**src/hw/spdc_pkg.sv**
```systemverilog
// shared constants and types for the sdram power-down link
package spdc_pkg;
    localparam int ADDR_W = 13;
    localparam int BANK_W = 3;
    localparam int NUM_BANKS = 8;
    localparam int REG_AW = 4;
    localparam int REG_DW = 32;
    localparam int CNT_W = 16;

    typedef enum logic [2:0] {
        CMD_NOP = 3'h0,
        CMD_MODE = 3'h1,
        CMD_REF = 3'h2,
        CMD_PRE = 3'h3,
        CMD_ACT = 3'h4,
        CMD_WR = 3'h5,
        CMD_RD = 3'h6,
        CMD_ZQ = 3'h7
    } spdc_cmd_e;

    typedef enum logic [1:0] {
        PD_NONE = 2'h0,
        PD_ACTIVE = 2'h1,
        PD_PRECH = 2'h3
    } spdc_pd_e;

    // ------------------------------------------------------------
    // mode register zero layout and address bits
    // ------------------------------------------------------------
    localparam logic [BANK_W-1:0] MR_SEL_MODE0 = 3'h0;
    localparam int MODE0_WR_LSB = 9;
    localparam int MODE0_WR_MSB = 11;
    localparam int MODE0_FAST_EXIT_BIT = 12;
    localparam int MODE0_DLL_RESET_BIT = 8;
    localparam int MODE0_BL_LSB = 0;
    localparam int MODE0_BL_MSB = 1;
    localparam logic [1:0] BL_CHOP4_FIXED = 2'h2;
    localparam int ADDR_AP_BIT = 10;

    // ------------------------------------------------------------
    // timing figures
    // ------------------------------------------------------------
    localparam int CLK_PERIOD_NS = 40;
    localparam int CMD_TO_ENTRY_CK = 1;
    localparam int BURST_CK = 4;
    localparam int EXTRA_CK = 1;
    localparam int CHOP4_SAVE_CK = 2;
    localparam int XPDLL_MIN_CK = 10;
    localparam int XPDLL_MIN_NS = 24;
    localparam int XPDLL_NS_CYC = (XPDLL_MIN_NS + CLK_PERIOD_NS - 1) / CLK_PERIOD_NS;
    localparam int XPDLL_CYC = (XPDLL_MIN_CK > XPDLL_NS_CYC) ? XPDLL_MIN_CK : XPDLL_NS_CYC;
    localparam int PD_MAX_REFI = 9;

    // ------------------------------------------------------------
    // controller register map
    // ------------------------------------------------------------
    localparam logic [REG_AW-1:0] REG_CMD = 4'h0;
    localparam logic [REG_AW-1:0] REG_PD = 4'h4;
    localparam logic [REG_AW-1:0] REG_STATUS = 4'h8;
    localparam int CMD_OP_LSB = 0;
    localparam int CMD_BANK_LSB = 3;
    localparam int CMD_ADDR_LSB = 6;
    localparam int PD_REQ_BIT = 0;
    localparam int PD_TERM_BIT = 1;
    localparam int PD_MRST_BIT = 2;
    localparam int ST_STATE_LSB = 0;
    localparam int ST_PEND_BIT = 2;
    localparam int ST_LOCKED_BIT = 3;
    localparam int ST_DLLRST_BIT = 4;
    localparam int ST_FORCED_BIT = 5;

    // write recovery clocks from the mode register field
    function automatic int wr_clocks(input logic [2:0] code);
        case (code)
            3'h1: wr_clocks = 5;
            3'h2: wr_clocks = 6;
            3'h3: wr_clocks = 7;
            3'h4: wr_clocks = 8;
            3'h5: wr_clocks = 10;
            3'h6: wr_clocks = 12;
            3'h7: wr_clocks = 14;
            default: wr_clocks = 16;
        endcase
    endfunction
endpackage

```
**src/hw/spdc_if.sv**
```systemverilog
// pin bundle between memory controller and sdram power-down logic
`timescale 1ns/1ps
interface spdc_if;
    logic cke;
    logic mem_reset_n;
    logic termination_control;
    spdc_pkg::spdc_cmd_e cmd;
    logic [spdc_pkg::BANK_W-1:0] bank;
    logic [spdc_pkg::ADDR_W-1:0] addr;

    modport ctrl (
        output cke,
        output mem_reset_n,
        output termination_control,
        output cmd,
        output bank,
        output addr
    );
    modport dram (
        input cke,
        input mem_reset_n,
        input termination_control,
        input cmd,
        input bank,
        input addr
    );
endinterface

```
**src/hw/spdc_ctrl.sv**
```systemverilog
// controller end: software orders in, power-down pin sequencing out
// Function
// - memory enters power-down on cke low with nop
// - no cke low during mode set, calibration, access
// - cke may drop during activate, precharge, refresh
// - one clock from activate/precharge/refresh to entry
// - write to entry: latency+4+recovery, chop4 two less
// - write-autoprecharge to entry: latency+4+recovery+1, chop4 less
// - write recovery taken from mode register bits
// - mode-set update delay before entry
// - termination asynchronous around slow-exit power-down
// - entry gates all buffers except few inputs
// - only nops until entry hold time passes
// - unlocked loop at entry needs reset after exit
// - open bank gives active, else precharge power-down
// - fast exit keeps loop on, slow turns off
// - during power-down hold cke low, reset high
// - reset low pulls memory out of power-down
// - respect minimum residency, leave before nine intervals
// - exit on cke high, then hold cke high
// - slow exit: locked-loop delay before read, termination
// - basic exit delay before refresh after exit
// - locked-loop exit delay before next entry
// - cke raised during refresh stays high through it
//
// Design decisions made here: strobed register access and the register addresses.
`timescale 1ns/1ps
module spdc_ctrl #(
    parameter int READ_LATENCY = 5,
    parameter int WRITE_LATENCY = 5,
    parameter int XP_CYC = 3,
    parameter int CKE_CYC = 3,
    parameter int PD_MIN_CYC = 3,
    parameter int MOD_CYC = 12,
    parameter int ZQ_CYC = 64,
    parameter int RFC_CYC = 7,
    parameter int DLLK_CYC = 512,
    parameter int REFI_CYC = 195,
    parameter int PD_MAX_CYC = spdc_pkg::PD_MAX_REFI * REFI_CYC
) (
    input wire logic clk_in,
    input wire logic reset_n_in,
    spdc_if.ctrl mem,
    input wire logic [spdc_pkg::REG_AW-1:0] reg_addr_in,
    input wire logic [spdc_pkg::REG_DW-1:0] reg_wdata_in,
    input wire logic reg_wr_in,
    input wire logic reg_rd_in,
    output logic [spdc_pkg::REG_DW-1:0] reg_rdata_out
);
    localparam int CW = spdc_pkg::CNT_W;
    localparam int AW = spdc_pkg::ADDR_W;
    localparam int BW = spdc_pkg::BANK_W;

    typedef enum logic [1:0] {
        ST_RUN = 2'h0,
        ST_PD = 2'h1,
        ST_EXIT = 2'h3
    } spdc_st_e;

    spdc_st_e state_ff;
    logic pend_ff;
    spdc_pkg::spdc_cmd_e pcmd_ff;
    logic [BW-1:0] pbank_ff;
    logic [AW-1:0] paddr_ff;
    logic pd_req_ff;
    logic term_req_ff;
    logic mrst_req_ff;
    logic [AW-1:0] mode0_ff;
    logic [CW-1:0] entry_cnt_ff;
    logic [CW-1:0] xp_cnt_ff;
    logic [CW-1:0] xpdll_cnt_ff;
    logic [CW-1:0] rfc_cnt_ff;
    logic [CW-1:0] cke_cnt_ff;
    logic [CW-1:0] res_cnt_ff;
    logic [CW-1:0] dllk_cnt_ff;
    logic dll_locked_ff;
    logic dll_rst_need_ff;
    logic forced_ff;
    logic cke_ff;
    logic term_ff;
    spdc_pkg::spdc_cmd_e cmd_ff;
    logic [BW-1:0] bank_ff;
    logic [AW-1:0] addr_ff;
    logic [spdc_pkg::REG_DW-1:0] rdata_ff;
    logic [CW-1:0] gap;
    logic is_read;
    logic slow_wait;
    logic issue;
    logic enter;
    logic leave;
    logic pd_max_hit;
    logic dll_reset_set;

    // ------------------------------------------------------------
    // decisions
    // ------------------------------------------------------------
    assign is_read = pcmd_ff == spdc_pkg::CMD_RD;
    // active power-down exit is treated like slow exit: costs a few clocks, never unsafe
    assign slow_wait = !mode0_ff[spdc_pkg::MODE0_FAST_EXIT_BIT] && xpdll_cnt_ff != '0;
    assign issue = pend_ff && state_ff == ST_RUN && !mrst_req_ff && xp_cnt_ff == '0
        && !(is_read && slow_wait)
        && !(is_read && dll_rst_need_ff);
    assign enter = state_ff == ST_RUN && pd_req_ff && !pend_ff && !mrst_req_ff
        && entry_cnt_ff == '0
        && xpdll_cnt_ff == '0
        && xp_cnt_ff == '0;
    assign pd_max_hit = res_cnt_ff >= CW'(PD_MAX_CYC);
    assign leave = state_ff == ST_PD
        && ((!pd_req_ff && res_cnt_ff >= CW'(PD_MIN_CYC)) || pd_max_hit);
    assign dll_reset_set = issue && pcmd_ff == spdc_pkg::CMD_MODE
        && pbank_ff == spdc_pkg::MR_SEL_MODE0 && paddr_ff[spdc_pkg::MODE0_DLL_RESET_BIT];

    // least spacing from the issued command to a cke-low edge
    always_comb
    begin
        gap = '0;
        case (pcmd_ff)
            spdc_pkg::CMD_ACT, spdc_pkg::CMD_PRE, spdc_pkg::CMD_REF:
                gap = CW'(spdc_pkg::CMD_TO_ENTRY_CK);
            spdc_pkg::CMD_RD:
                gap = CW'(READ_LATENCY + spdc_pkg::BURST_CK + spdc_pkg::EXTRA_CK);
            spdc_pkg::CMD_WR:
                gap = CW'(WRITE_LATENCY + spdc_pkg::BURST_CK
                    + spdc_pkg::wr_clocks(mode0_ff[spdc_pkg::MODE0_WR_MSB
                        :spdc_pkg::MODE0_WR_LSB])
                    + (paddr_ff[spdc_pkg::ADDR_AP_BIT] ? spdc_pkg::EXTRA_CK : 0)
                    - ((mode0_ff[spdc_pkg::MODE0_BL_MSB:spdc_pkg::MODE0_BL_LSB]
                        == spdc_pkg::BL_CHOP4_FIXED) ? spdc_pkg::CHOP4_SAVE_CK : 0));
            spdc_pkg::CMD_MODE: gap = CW'(MOD_CYC);
            spdc_pkg::CMD_ZQ: gap = CW'(ZQ_CYC);
            default: gap = '0;
        endcase
    end

    // ------------------------------------------------------------
    // software registers
    // ------------------------------------------------------------
    always_ff @(posedge clk_in or negedge reset_n_in)
    begin
        if (!reset_n_in)
        begin
            pend_ff <= 1'b0;
            pcmd_ff <= spdc_pkg::CMD_NOP;
            pbank_ff <= '0;
            paddr_ff <= '0;
        end
        else if (reg_wr_in && reg_addr_in == spdc_pkg::REG_CMD && !pend_ff)
        begin
            pend_ff <= 1'b1;
            pcmd_ff <= spdc_pkg::spdc_cmd_e'(reg_wdata_in[spdc_pkg::CMD_OP_LSB +: 3]);
            pbank_ff <= reg_wdata_in[spdc_pkg::CMD_BANK_LSB +: BW];
            paddr_ff <= reg_wdata_in[spdc_pkg::CMD_ADDR_LSB +: AW];
        end
        else if (issue)
            pend_ff <= 1'b0;
    end

    always_ff @(posedge clk_in or negedge reset_n_in)
    begin
        if (!reset_n_in)
        begin
            pd_req_ff <= 1'b0;
            term_req_ff <= 1'b0;
            mrst_req_ff <= 1'b1;
        end
        else if (reg_wr_in && reg_addr_in == spdc_pkg::REG_PD)
        begin
            pd_req_ff <= reg_wdata_in[spdc_pkg::PD_REQ_BIT];
            term_req_ff <= reg_wdata_in[spdc_pkg::PD_TERM_BIT];
            mrst_req_ff <= reg_wdata_in[spdc_pkg::PD_MRST_BIT];
        end
    end

    // forced exit flag: a new hit beats the write-one clear
    always_ff @(posedge clk_in or negedge reset_n_in)
    begin
        if (!reset_n_in)
            forced_ff <= 1'b0;
        else if (leave && pd_max_hit)
            forced_ff <= 1'b1;
        else if (reg_wr_in && reg_addr_in == spdc_pkg::REG_STATUS
            && reg_wdata_in[spdc_pkg::ST_FORCED_BIT])
            forced_ff <= 1'b0;
    end

    always_ff @(posedge clk_in or negedge reset_n_in)
    begin
        if (!reset_n_in)
            rdata_ff <= '0;
        else if (reg_rd_in)
        begin
            rdata_ff <= '0;
            case (reg_addr_in)
                spdc_pkg::REG_CMD:
                begin
                    rdata_ff[spdc_pkg::CMD_OP_LSB +: 3] <= pcmd_ff;
                    rdata_ff[spdc_pkg::CMD_BANK_LSB +: BW] <= pbank_ff;
                    rdata_ff[spdc_pkg::CMD_ADDR_LSB +: AW] <= paddr_ff;
                end
                spdc_pkg::REG_PD:
                begin
                    rdata_ff[spdc_pkg::PD_REQ_BIT] <= pd_req_ff;
                    rdata_ff[spdc_pkg::PD_TERM_BIT] <= term_req_ff;
                    rdata_ff[spdc_pkg::PD_MRST_BIT] <= mrst_req_ff;
                end
                spdc_pkg::REG_STATUS:
                begin
                    rdata_ff[spdc_pkg::ST_STATE_LSB +: 2] <= state_ff;
                    rdata_ff[spdc_pkg::ST_PEND_BIT] <= pend_ff;
                    rdata_ff[spdc_pkg::ST_LOCKED_BIT] <= dll_locked_ff;
                    rdata_ff[spdc_pkg::ST_DLLRST_BIT] <= dll_rst_need_ff;
                    rdata_ff[spdc_pkg::ST_FORCED_BIT] <= forced_ff;
                end
                default: rdata_ff <= '0;
            endcase
        end
    end

    // ------------------------------------------------------------
    // power-down sequencing
    // ------------------------------------------------------------
    always_ff @(posedge clk_in or negedge reset_n_in)
    begin
        if (!reset_n_in)
            state_ff <= ST_RUN;
        else if (mrst_req_ff)
            state_ff <= ST_RUN;
        else
        begin
            case (state_ff)
                ST_RUN: if (enter) state_ff <= ST_PD;
                ST_PD: if (leave) state_ff <= ST_EXIT;
                ST_EXIT:
                    if (cke_cnt_ff == '0 && rfc_cnt_ff == '0)
                        state_ff <= ST_RUN;
                default: state_ff <= ST_RUN;
            endcase
        end
    end

    always_ff @(posedge clk_in or negedge reset_n_in)
    begin
        if (!reset_n_in)
        begin
            entry_cnt_ff <= '0;
            rfc_cnt_ff <= '0;
            res_cnt_ff <= '0;
            cke_cnt_ff <= '0;
            xp_cnt_ff <= '0;
            xpdll_cnt_ff <= '0;
        end
        else
        begin
            if (issue && gap > entry_cnt_ff)
                entry_cnt_ff <= gap;
            else if (entry_cnt_ff != '0)
                entry_cnt_ff <= entry_cnt_ff - 1'b1;
            if (issue && pcmd_ff == spdc_pkg::CMD_REF)
                rfc_cnt_ff <= CW'(RFC_CYC);
            else if (rfc_cnt_ff != '0)
                rfc_cnt_ff <= rfc_cnt_ff - 1'b1;
            res_cnt_ff <= (state_ff == ST_PD) ? res_cnt_ff + 1'b1 : '0;
            if (leave)
            begin
                cke_cnt_ff <= CW'(CKE_CYC);
                xp_cnt_ff <= CW'(XP_CYC);
                xpdll_cnt_ff <= CW'(spdc_pkg::XPDLL_CYC);
            end
            else
            begin
                if (cke_cnt_ff != '0)
                    cke_cnt_ff <= cke_cnt_ff - 1'b1;
                if (xp_cnt_ff != '0)
                    xp_cnt_ff <= xp_cnt_ff - 1'b1;
                if (xpdll_cnt_ff != '0)
                    xpdll_cnt_ff <= xpdll_cnt_ff - 1'b1;
            end
        end
    end

    // loop lock follows a loop reset; entry while unlocked owes a new one
    always_ff @(posedge clk_in or negedge reset_n_in)
    begin
        if (!reset_n_in)
        begin
            dllk_cnt_ff <= '0;
            dll_locked_ff <= 1'b0;
            dll_rst_need_ff <= 1'b0;
        end
        else if (mrst_req_ff)
        begin
            dllk_cnt_ff <= '0;
            dll_locked_ff <= 1'b0;
            dll_rst_need_ff <= 1'b0;
        end
        else
        begin
            if (dll_reset_set)
            begin
                dllk_cnt_ff <= CW'(DLLK_CYC);
                dll_locked_ff <= 1'b0;
            end
            else if (dllk_cnt_ff != '0)
            begin
                dllk_cnt_ff <= dllk_cnt_ff - 1'b1;
                dll_locked_ff <= dllk_cnt_ff == CW'(1);
            end
            if (enter && !dll_locked_ff)
                dll_rst_need_ff <= 1'b1;
            else if (dll_reset_set)
                dll_rst_need_ff <= 1'b0;
        end
    end

    always_ff @(posedge clk_in or negedge reset_n_in)
    begin
        if (!reset_n_in)
            mode0_ff <= '0;
        else if (issue && pcmd_ff == spdc_pkg::CMD_MODE && pbank_ff == spdc_pkg::MR_SEL_MODE0)
            mode0_ff <= paddr_ff;
    end

    // ------------------------------------------------------------
    // pin drivers
    // ------------------------------------------------------------
    always_ff @(posedge clk_in or negedge reset_n_in)
    begin
        if (!reset_n_in)
        begin
            cke_ff <= 1'b0;
            term_ff <= 1'b0;
            cmd_ff <= spdc_pkg::CMD_NOP;
            bank_ff <= '0;
            addr_ff <= '0;
        end
        else
        begin
            // cke low while memory reset is held, so it is low at release
            cke_ff <= !mrst_req_ff && !(enter || (state_ff == ST_PD && !leave));
            term_ff <= term_req_ff && !slow_wait && !dll_rst_need_ff;
            cmd_ff <= issue ? pcmd_ff : spdc_pkg::CMD_NOP;
            bank_ff <= issue ? pbank_ff : bank_ff;
            addr_ff <= issue ? paddr_ff : addr_ff;
        end
    end

    assign mem.cke = cke_ff;
    assign mem.termination_control = term_ff;
    assign mem.mem_reset_n = !mrst_req_ff;
    assign mem.cmd = cmd_ff;
    assign mem.bank = bank_ff;
    assign mem.addr = addr_ff;
    assign reg_rdata_out = rdata_ff;
endmodule

```
**src/flat_wrapper.sv**
```systemverilog
// flat-port wrapper written by rule: the top's interface ports become plain ports
module spdc_ctrl_flat 
#(
    parameter int READ_LATENCY = 5,
    parameter int WRITE_LATENCY = 5,
    parameter int XP_CYC = 3,
    parameter int CKE_CYC = 3,
    parameter int PD_MIN_CYC = 3,
    parameter int MOD_CYC = 12,
    parameter int ZQ_CYC = 64,
    parameter int RFC_CYC = 7,
    parameter int DLLK_CYC = 512,
    parameter int REFI_CYC = 195,
    parameter int PD_MAX_CYC = spdc_pkg::PD_MAX_REFI * REFI_CYC
)
  (clk_in, reset_n_in, reg_addr_in, reg_wdata_in, reg_wr_in, reg_rd_in, reg_rdata_out, mem_cke, mem_mem_reset_n, mem_termination_control, mem_cmd, mem_bank, mem_addr);
  spdc_if mem_i ();
  input wire logic clk_in;
  input wire logic reset_n_in;
  input wire logic [spdc_pkg::REG_AW-1:0] reg_addr_in;
  input wire logic [spdc_pkg::REG_DW-1:0] reg_wdata_in;
  input wire logic reg_wr_in;
  input wire logic reg_rd_in;
  output logic [spdc_pkg::REG_DW-1:0] reg_rdata_out;
  output wire logic [$bits(mem_i.cke)-1:0] mem_cke;
  output wire logic [$bits(mem_i.mem_reset_n)-1:0] mem_mem_reset_n;
  output wire logic [$bits(mem_i.termination_control)-1:0] mem_termination_control;
  output wire logic [$bits(mem_i.cmd)-1:0] mem_cmd;
  output wire logic [$bits(mem_i.bank)-1:0] mem_bank;
  output wire logic [$bits(mem_i.addr)-1:0] mem_addr;
  assign mem_cke = mem_i.cke;
  assign mem_mem_reset_n = mem_i.mem_reset_n;
  assign mem_termination_control = mem_i.termination_control;
  assign mem_cmd = mem_i.cmd;
  assign mem_bank = mem_i.bank;
  assign mem_addr = mem_i.addr;
  spdc_ctrl #(.READ_LATENCY(READ_LATENCY), .WRITE_LATENCY(WRITE_LATENCY), .XP_CYC(XP_CYC), .CKE_CYC(CKE_CYC), .PD_MIN_CYC(PD_MIN_CYC), .MOD_CYC(MOD_CYC), .ZQ_CYC(ZQ_CYC), .RFC_CYC(RFC_CYC), .DLLK_CYC(DLLK_CYC), .REFI_CYC(REFI_CYC), .PD_MAX_CYC(PD_MAX_CYC)) u_core (.clk_in(clk_in), .reset_n_in(reset_n_in), .mem(mem_i), .reg_addr_in(reg_addr_in), .reg_wdata_in(reg_wdata_in), .reg_wr_in(reg_wr_in), .reg_rd_in(reg_rd_in), .reg_rdata_out(reg_rdata_out));
endmodule
```
**config.mk**
```make
export PLATFORM = sky130hd
export DESIGN_NAME = spdc_ctrl_flat
export DESIGN_NICKNAME = d
export VERILOG_FILES = /design/src/hw/spdc_pkg.sv /design/src/hw/spdc_if.sv /design/src/hw/spdc_ctrl.sv /design/src/flat_wrapper.sv
export SDC_FILE = /design/constraint.sdc
export NUM_CORES = 1
export LEC_CHECK = 0
export ABC_CLOCK_PERIOD_IN_PS = 3000
export BUFFER_PORTS_ARGS = -buffer_cell sky130_fd_sc_hd__buf_2
export CAP_MARGIN = 20
export CORE_MARGIN = 2
export CORE_UTILIZATION = 40
export CTS_BUF_LIST = sky130_fd_sc_hd__clkbuf_4
export DETAILED_ROUTE_END_ITERATION = 7
export SLEW_MARGIN = 20
export SYNTH_ARGS = -nofsm -noshare
export SYNTH_HDL_FRONTEND = slang
export SYNTH_SLANG_ARGS = --single-unit
```
**constraint.sdc**
```tcl
create_clock -name clk_in -period 3 [get_ports clk_in]
set_input_delay 0.45 -clock clk_in [delete_from_list [all_inputs] [get_ports clk_in]]
set_output_delay 0.45 -clock clk_in [all_outputs]
set_load 0.01 [all_outputs]
```
==> results.txt, run 1 <==
CTS Root Cell = clkbuf_4
crit path time final = 3.16 ns
fmax = 316 MHz
failing checks = setup timing
Post-synth ARST share = 1.00
Ports = 94
CTS tree = built
Yosys top cell by area = dfrtp_1
crit path DAT = 3.66 ns
number of antenna violations at the first check in global routing = 2
Non-Filler Instances = 1423
synth cell count leaders = dfrtp_1, nor2_1, nand2_1
WP buf/inv = 2
CP Launch Type = flop
maxcap violations = 0
leak pwr = 5.30 nW
Slowest cell on crit path = dfrtp_1
setup violators final = 9
Synth area leaders = dfrtp_1, nor2_1, mux2_2
first-pass iteration count of the detailed router = 7
drt wl/cell = 14.7 um
Slew headroom = 0.402
hold_sp = reg_wdata_in[12]
grt total ovfl = 0
RSZ-0062 raised after global routing = yes
Tcrit/Tclk final = 1.05
largest net degree at the start of global routing = 78
gp weighted congestion = 0.790
first-pass GRT wire length = 36100 um
GRT Overall Usage = 0.170
flops & latches, synth = 186
critical path type = flop to flop
status = finished with violations
final worst-path setup slack = -0.164 ns
YS warnings = 0
Final Max Slew Viols = 0
Placed Cells = 1384
Crit Path Max Fanout = 4
clk_lat worst skew = 0.62 ns
Hold Fails Final Rpt = 0
die height = 160 um
Yosys cell types = 71
number of global-route vias before repair = 7216
Die Wd = 160 um
Worst Max-Slew Pin Slew = 0.897 ns
core area = 23600 sq um
IO buf count = 67
dpl hpwl = 14800 um
Clock Path Buffers = 2
Num CTS Buffers = 17
PwrDens = 637 nW/um^2
predominant post-synthesis flop cell = dfrtp_1
worst endpoint required time = 3.49 ns
Via density = 5.16
nets = 1156
Initial Util = 0.410
clock slew at reported path FFs = 0.20 ns
worst r2r src = u_core.mode0_ff[11]
worst vdd ir = 0.000491 V
final wirelength = 20900 um
Final Power = 7.07 mW
Mapped Avg Cell Area = 9.82 sq um
top-area cell type share of the netlist area = 0.478
critical path, cell by cell = mux2i_1, ha_1, inv_1, ha_2, fa_2, nor3_1, nand3b_1, o2bb2ai_2, ha_4, a21oi_2, a21oi_2, o311ai_4, buf_6, mux2_4
Post-Syn Instances = 986
number of enable flip-flop cells after synthesis = 0
Residual DRC = 0
Synth Cell Area = 9680 sq um
drt initial violations = 338
worst hold-check path type = primary input to flop
Max stage delay on crit path = 0.44 ns
die area = 25500 sq um
cell mode on critical path = a21oi_2
crit end category = flop
Max Clock Skew = 0.0424 ns
Fin Hold WS = 0.0406 ns
Top delay family on crit path = adder cells
CP Launch Point = u_core.mode0_ff[11]
Num Clock Sinks = 186
layout cell share with drive strength beyond 1 = 0.205
Seq/Total Area, Yosys = 0.481
cell with the most instances after synthesis = dfrtp_1
Detail Route Antenna Nets = 0
Area Growth Syn to Fin = 14.6%
H-tree levels = 4
vias post-DR = 7344
Row Count = 56
final timing paths:
check	to	slack, ns	cells past startpoint
max	u_core.entry_cnt_ff[3]	-0.16	14
min	u_core.paddr_ff[6]	0.04	2
max reg2reg	u_core.entry_cnt_ff[3]	-0.16	14
min reg2reg	u_core.res_cnt_ff[0]	0.47	1
max in group asynchronous	u_core.pcmd_ff[1]	1.72	3
min in group asynchronous	u_core.cke_cnt_ff[12]	0.43	2
stage by stage:
| step | TNS, ns | utilization | worst slack, ns | instance area, sq um |
|---|---|---|---|---|
| after global placement | -0.475 | 0.449 | -0.0921 | 10600 |
| after global routing | -3.08 | 0.470 | -0.288 | 11100 |
| final | -1.10 | 0.470 | -0.164 | 11100 |
| after floorplan | -0.606 | - | -0.152 | 9770 |
| after detailed placement | -1.33 | 0.449 | -0.172 | 10600 |
| after CTS | -0.828 | 0.466 | -0.132 | 11000 |
report_power, final:
part           switching [mW]  internal (mW)  leakage (nW)
combinational            1.20           1.06          2.69
sequential              0.389           2.96          2.44
clock                    1.05          0.408         0.169
area by class of cell:
cell class | count | area (sq um)
Timing Repair Buffer | 112 | 713
Sequential cell | 186 | 4660
Multi-Input combinational cell | 710 | 4760
Inverter | 63 | 236
Antenna cell | 1 | 2.50
Clock buffer | 17 | 128
Fill cell | 2303 | 12500
Tap cell | 319 | 399
Clock inverter | 15 | 191
flip-flops by register name, indices dropped and copies added (netlist names), 2 cells and up:
name and cells:
u_core.xp_cnt_ff 16, u_core.state_ff 2, u_core.xpdll_cnt_ff 16, u_core.pbank_ff 3, u_core.mem.addr 13, u_core.res_cnt_ff 16, u_core.dllk_cnt_ff 16, u_core.paddr_ff 13
u_core.mem.cmd 3, u_core.pcmd_ff 3, u_core.mem.bank 3, u_core.cke_cnt_ff 16, u_core.mode0_ff 6, u_core.rfc_cnt_ff 16, u_core.reg_rdata_out 19, u_core.entry_cnt_ff 16
layout by cell type, fill, tap and decap left out, drive strengths merged, types with 9 or more instances in the layout:
master,synthesis,routed
or4,16,16
and3,10,10
xnor2,38,38
nand3,28,28
dfrtp,185,185
ha,25,25
inv,63,71
nor4,18,18
or3,15,15
a21oi,43,43
nand4,16,16
mux2i,15,15
xor2,31,31
clkbuf,26,18
a211oi,9,9
conb,1,16
nor3,32,32
nand2,97,97
nor2,116,116
mux2,35,35
or2,9,9
and2,9,9
o21ai,37,37
buf,16,108
cells by family (layout without fill, tap and decap cells):
group           after synthesis  after routing  share of synthesized area
mux                          50             50                     0.0562
simple gates                406            406                      0.218
xor+xnor                     69             69                     0.0624
buf+inv                     105            207                     0.0464
other cells                   1             17                   0.000387
compound gates              143            143                      0.101
fa+ha+maj                    26             26                     0.0344
flops                       186            186                      0.481
repair_timing:
item,in CTS,in global routing
resized for setup,8,13
hold endpoints to repair,74,0
pin swaps,4,8
setup endpoints to repair,16,16
hold buffers,3,0
buffers inserted,2,1
layer usage:
| metal | global-route usage | part of all wire |
|---|---|---|
| met5 | 0 | 0.00053 |
| met4 | 0.0463 | 0.014 |
| met3 | 0.0401 | 0.045 |
| met2 | 0.274 | 0.46 |
| met1 | 0.232 | 0.48 |
Power figures use the tool's default switching activity.
==> run 2, diff against run 1 <==
Settings changed: REMOVE_ABC_BUFFERS set to 1.
==> results.txt, run 2 (same netlist as run 1, synthesis figures left out) <==
status = finished with violations
failing checks = setup timing
Row Count = 56 (unchanged)
Num Clock Sinks = 186 (unchanged)
final wirelength = 21100 um (+1.1%)
Crit path depth = 15 (+1)
clk_lat worst skew = 0.60 ns (-0.02 ns)
dpl hpwl = 15100 um (+2.5%)
fmax = 314 MHz (-0.61%)
reg2reg end = u_core.entry_cnt_ff[5]
CP Launch Point = u_core.mode0_ff[11]
core area = 23600 sq um (unchanged)
crit path time final = 3.18 ns (+0.0195 ns)
WP buf/inv = 5 (+3)
critical path, cell by cell = buf_4, inv_1, buf_4, a21oi_1, buf_4, ha_1, a21oi_1, a21oi_1, ha_1, and4_1, nand3_1, or2_4, o311ai_4, buf_6, mux2_4
NetSw = 2.64 mW (-0.11%)
Logic pwr share = 0.329 (+0.009)
number of antenna violations at the first check in global routing = 1 (-1)
Slowest cell on crit path = dfrtp_1
leak pwr = 5.26 nW (-0.85%)
Top delay family on crit path = compound AO/OA/AOI/OAI gates
Tcrit/Tclk final = 1.06 (+0.00651)
Worst Setup EP = u_core.entry_cnt_ff[5]
commonest non-fill, non-tap cells in the layout = dfrtp_1, nor2_1, nand2_1, buf_2, inv_1
Ports = 94 (unchanged)
IO buf count = 67 (unchanged)
critical path type = flop to flop
final worst-path setup slack = -0.184 ns (-0.0195 ns)
crit path DAT = 3.67 ns (about the same)
Hold Fails Final Rpt = 0 (unchanged)
vias post-DR = 7190 (-2.1%)
Crit Path Max Fanout = 3 (-1)
Int Power = 4.42 mW (about the same)
R2R setup slack = -0.18 ns (-0.02 ns)
Residual DRC = 0 (unchanged)
drt wl/cell = 14.9 um (+1.3%)
Non-Filler Instances = 1420 (-0.21%)
WHS Path Cells = 2 (unchanged)
Layout fillers = 2311 (+0.35%)
clock slew at reported path FFs = 0.19 ns (about the same)
largest net degree at the start of global routing = 78 (unchanged)
RSZ-0062 raised after global routing = yes
worst r2r src = u_core.mode0_ff[11]
layout cell share with drive strength beyond 1 = 0.205 (about the same)
H-tree levels = 4 (unchanged)
setup violators final = 16 (+7)
Detail Route Antenna Nets = 0 (unchanged)
Initial Util = 0.410 (unchanged)
Die Wd = 160 um (unchanged)
sequential group share of total power = 0.475 (about the same)
die area = 25500 sq um (unchanged)
maxcap violations = 0 (unchanged)
Sw Share = 0.374 (about the same)
first-pass GRT wire length = 36500 um (+1.1%)
Slew headroom = 0.341 (-0.0609)
FF-to-FF path depth = 15 (+1)
Clock Path Buffers = 2 (unchanged)
Final Max Slew Viols = 0 (unchanged)
Num CTS Buffers = 17 (unchanged)
worst endpoint required time = 3.49 ns (about the same)
uppermost layer routed = met4
routed length on met2 = 9800 um (+2.0%)
PwrDens = 641 nW/um^2 (+0.57%)
Max Clock Skew = 0.0355 ns (-0.00684 ns)
Via density = 5.06 (-1.9%)
nets = 1152 (-0.35%)
Worst Max-Slew Pin Slew = 0.989 ns (+0.0914 ns)
commonest non-fill, non-tap cell in the layout = dfrtp_1
gp weighted congestion = 0.821 (+3.9%)
GRT Overall Usage = 0.173 (+0.00230)
Design Area, Final = 11000 sq um (-0.62%)
die height = 160 um (unchanged)
Clk pwr share = 0.196 (-0.010)
CP Launch Type = flop
crit end category = flop
Placed Cells = 1381 (-0.22%)
worst vdd ir = 0.000506 V (+2.9%)
worst hold-check path type = primary input to flop
first-pass iteration count of the detailed router = 5 (-2)
CTS tree = built
met3 wire length = 652 um (-31%)
Area Growth Syn to Fin = 13.9%
number of flip-flops in the largest register = 19 (unchanged)
M1 WL = 10400 um (+3.4%)
Max stage delay on crit path = 0.41 ns (-0.03 ns)
CTS Root Cell = clkbuf_4
setup TNS = -1.83 ns (-0.734 ns)
drt initial violations = 320 (-5.3%)
grt total ovfl = 0 (unchanged)
number of global-route vias before repair = 7213 (-0.042%)
placed cell areas = 10500 sq um (-0.53%)
run 2: area by class of cell:
type	count	area (sq um)	area share
well taps	319	399	0.0362
repair buffers	108	678	0.0615
clock buffers	17	128	0.0116
clock inverters	15	151	0.0137
multi-input cells	710	4770	0.432
diodes	2	5.00	0.000454
flip-flops and latches	186	4660	0.423
inverters	63	236	0.0215
run 2: per-layer routing:
layer | GRT usage | up-vias
met5 | 0 | -
met4 | 0.0450 | 0
met3 | 0.0323 | 17
met2 | 0.278 | 85
met1 | 0.240 | 3474
li1 | - | 3614
run 2: how the worst min path moves through the flow:
stage	to	start	slack, ns
finish	u_core.paddr_ff[2]	reg_wdata_in[8]	0.06
global route	u_core.paddr_ff[0]	reg_wdata_in[6]	0.02
CTS	u_core.paddr_ff[2]	reg_wdata_in[8]	0.02
detailed placement	u_core.res_cnt_ff[0]	u_core.res_cnt_ff[0]	0.45
global placement	u_core.res_cnt_ff[0]	u_core.res_cnt_ff[0]	0.44
floorplan	u_core.cke_cnt_ff[0]	reset_n_in	0.15
run 2: worst register-to-register path: stages (launching register included):
cell      delay (ns)
dfrtp_1         0.41
buf_4           0.13
inv_1           0.04
buf_4           0.13
a21oi_1         0.26
buf_4           0.17
ha_1            0.22
a21oi_1         0.17
a21oi_1         0.13
ha_1            0.29
and4_1          0.16
nand3_1         0.14
or2_4           0.30
o311ai_4        0.10
buf_6           0.16
mux2_4          0.29
run 2: power by group through the flow:
stage               registers, mW  clock network (mW)  logic (mW)
detailed placement           3.40                   0        2.20
global placement             3.39                   0        2.15
CTS                          3.36                1.43        2.30
global route                 3.43                1.53        2.63
finish                       3.36                1.39        2.32
floorplan                    3.38                   0        1.41
run 2: what timing repair did:
item	4_1_cts	5_1_grt
resized for setup	22	12
endpoints found under the setup margin	16	16
hold endpoints to repair	71	0
pin swaps	7	8
hold buffers	1	0
setup buffers	3	1
run 2: per-stage QoR:
stage | total power [mW] | worst slack, ns | hold WS, ns | util
global route | 7.60 | -0.287 | 0.0184 | 0.467
floorplan | 4.79 | -0.252 | 0.154 | -
finish | 7.06 | -0.184 | 0.0603 | 0.467
CTS | 7.09 | -0.200 | 0.0238 | 0.464
detailed placement | 5.59 | -0.288 | 0.451 | 0.447
global placement | 5.54 | -0.283 | 0.442 | 0.447
==> run 3, diff against run 2 <==
Settings changed: PLACE_DENSITY set to 0.68.
==> results.txt, run 3 (same netlist as run 1, synthesis figures left out) <==
status = finished with violations
failing checks = setup timing
GRT Overall Usage = 0.170 (-0.00271)
worst endpoint required time = 3.48 ns (about the same)
Num CTS Buffers = 17 (unchanged)
critical path, cell by cell = mux2i_2, ha_4, inv_2, ha_4, fa_2, nor3_2, nand3b_1, o2bb2ai_2, ha_4, o211ai_1, a21oi_2, o311ai_4, buf_6, mux2_4
setup violators final = 14 (-2)
crit end category = flop
RSZ-0062 raised after global routing = yes
commonest non-fill, non-tap cells in the layout = dfrtp_1, nor2_1, nand2_1, buf_2, inv_1
first-pass iteration count of the detailed router = 5 (unchanged)
critical path type = flop to flop
CTS Root Cell = clkbuf_4
worst vdd ir = 0.000479 V (-5.3%)
leak pwr = 5.25 nW (-0.17%)
setup TNS = -1.07 ns (+0.762 ns)
die area = 25500 sq um (unchanged)
Max Clock Skew = 0.0449 ns (+0.00933 ns)
maxcap violations = 0 (unchanged)
number of flip-flops in the largest register = 19 (unchanged)
final worst-path setup slack = -0.149 ns (+0.0346 ns)
Slowest cell on crit path = dfrtp_1
Final Max Slew Viols = 0 (unchanged)
Die Wd = 160 um (unchanged)
Detail Route Antenna Nets = 0 (unchanged)
first-pass GRT wire length = 36100 um (-1.1%)
Residual DRC = 0 (unchanged)
WP buf/inv = 2 (-3)
Slew headroom = 0.358 (+0.0172)
grt total ovfl = 0 (unchanged)
crit path DAT = 3.63 ns (-0.04 ns)
fmax = 318 MHz (+1.1%)
CP Launch Point = u_core.mode0_ff[11]
drt wl/cell = 14.9 um (+0.33%)
crit path time final = 3.15 ns (-0.0346 ns)
CTS tree = built
area of the multi-input gates = 4740 sq um (-0.47%)
Num Clock Sinks = 186 (unchanged)
layout cell share with drive strength beyond 1 = 0.198 (-0.00692)
Initial Util = 0.410 (unchanged)
FF-to-FF path depth = 14 (-1)
Area Growth Syn to Fin = 13.5%
Crit path depth = 14 (-1)
Hold Fails Final Rpt = 0 (unchanged)
Top delay family on crit path = adder cells
placed cell areas = 10500 sq um (about the same)
Ports = 94 (unchanged)
Worst Setup EP = u_core.entry_cnt_ff[1]
Row Count = 56 (unchanged)
FF+latch area = 4660 sq um (unchanged)
clk_lat worst skew = 0.61 ns (about the same)
nets = 1150 (-0.17%)
CP Launch Type = flop
R2R setup slack = -0.15 ns (+0.03 ns)
H-tree levels = 4 (unchanged)
core area = 23600 sq um (unchanged)
Layout fillers = 2211 (-4.3%)
worst r2r src = u_core.mode0_ff[11]
drt initial violations = 381 (+19%)
Crit Path Max Fanout = 4 (+1)
gp weighted congestion = 0.842 (+2.5%)
Worst Max-Slew Pin Slew = 0.963 ns (-0.0257 ns)
Max stage delay on crit path = 0.43 ns (+0.02 ns)
worst hold-check path type = primary input to flop
commonest non-fill, non-tap cell in the layout = dfrtp_1
Via density = 5.20 (+2.7%)
cell mode on critical path = ha_4
final wirelength = 21100 um (+0.19%)
reg2reg end = u_core.entry_cnt_ff[1]
PwrDens = 645 nW/um^2 (+0.65%)
Clock Path Buffers = 2 (unchanged)
number of antenna violations at the first check in global routing = 2 (+1)
Tcrit/Tclk final = 1.05 (-0.0115)
dpl hpwl = 15000 um (-0.64%)
number of global-route vias before repair = 7149 (-0.89%)
IO buf count = 67 (unchanged)
die height = 160 um (unchanged)
largest net degree at the start of global routing = 93 (+19%)
clock slew at reported path FFs = 0.20 ns (about the same)
vias post-DR = 7371 (+2.5%)
Design Area, Final = 11000 sq um (-0.28%)
==> run 3: cell types whose count changed in the layout (fill, tap and decap cells not counted), sizes merged <==
| cell | before | now |
|---|---|---|
| buf | 106 | 104 |
| clkinv | 5 | 6 |
| clkbuf | 18 | 19 |
| inv | 72 | 70 |
==> run 3: per-layer routing <==
layer  global-route usage  up-vias  wire length [um]
met5                    0        -                13
met4               0.0405        2               190
met3               0.0354       16               970
met2                0.275      149             10000
met1                0.234     3601              9970
li1                     -     3603                 -
==> run 3: how the worst min path moves through the flow <==
stage               cells after the start                 start  slack (ns)                   end
global placement                        1  u_core.res_cnt_ff[0]        0.44  u_core.res_cnt_ff[0]
detailed placement                      1  u_core.res_cnt_ff[0]        0.44  u_core.res_cnt_ff[0]
finish                                  2       reg_wdata_in[4]        0.05    u_core.pbank_ff[1]
floorplan                               0            reset_n_in        0.15  u_core.cke_cnt_ff[0]
global route                            2      reg_wdata_in[10]        0.02    u_core.paddr_ff[4]
CTS                                     2       reg_wdata_in[4]       0.007    u_core.pbank_ff[1]
==> run 3: timing repair <==
| action | CTS | global route |
|---|---|---|
| hold endpoints to repair | 87 | 0 |
| hold buffers | 1 | 0 |
| endpoints found under the setup margin | 16 | 16 |
| pin swaps | 8 | 6 |
| cloned | 0 | 0 |
| setup buffers | 3 | 0 |
| gates resized for setup | 14 | 13 |
==> run 3: area by class of cell <==
class	count	share of cell area
clock inverters	14	0.0140
multi-input cells	710	0.432
diodes	2	0.000455
well taps	319	0.0363
clock buffers	18	0.0123
flip-flops and latches	186	0.424
repair buffers	106	0.0600
inverters	63	0.0215
==> run 3: per-stage QoR <==
stage | total power [mW] | util | setup WS, ns | hold WS, ns | instances
2_1_floorplan | 4.79 | - | -0.252 | 0.154 | 959
3_3_place_gp | 5.52 | 0.446 | -0.275 | 0.438 | 1380
3_5_place_dp | 5.58 | 0.446 | -0.333 | 0.441 | 1380
4_1_cts | 7.03 | 0.462 | -0.197 | 0.00710 | 1416
5_1_grt | 7.58 | 0.465 | -0.256 | 0.0157 | 1418
6_report | 7.09 | 0.465 | -0.149 | 0.0544 | 1418
==> run 3: worst reg2reg max path, cell delays in order, from the launching register on <==
cell and delay, ns:
dfrtp_1 0.43, mux2i_2 0.17, ha_4 0.27, inv_2 0.04, ha_4 0.15, fa_2 0.34, nor3_2 0.14, nand3b_1 0.15
o2bb2ai_2 0.15, ha_4 0.25, o211ai_1 0.12, a21oi_2 0.11, o311ai_4 0.25, buf_6 0.17, mux2_4 0.30
==> run 3: power by group <==
part	switching, mW	total (mW)	internal [mW]	leakage (nW)
Sequential	0.396	3.36	2.96	2.44
Clock	0.989	1.38	0.391	0.154
Combinational	1.27	2.35	1.08	2.65
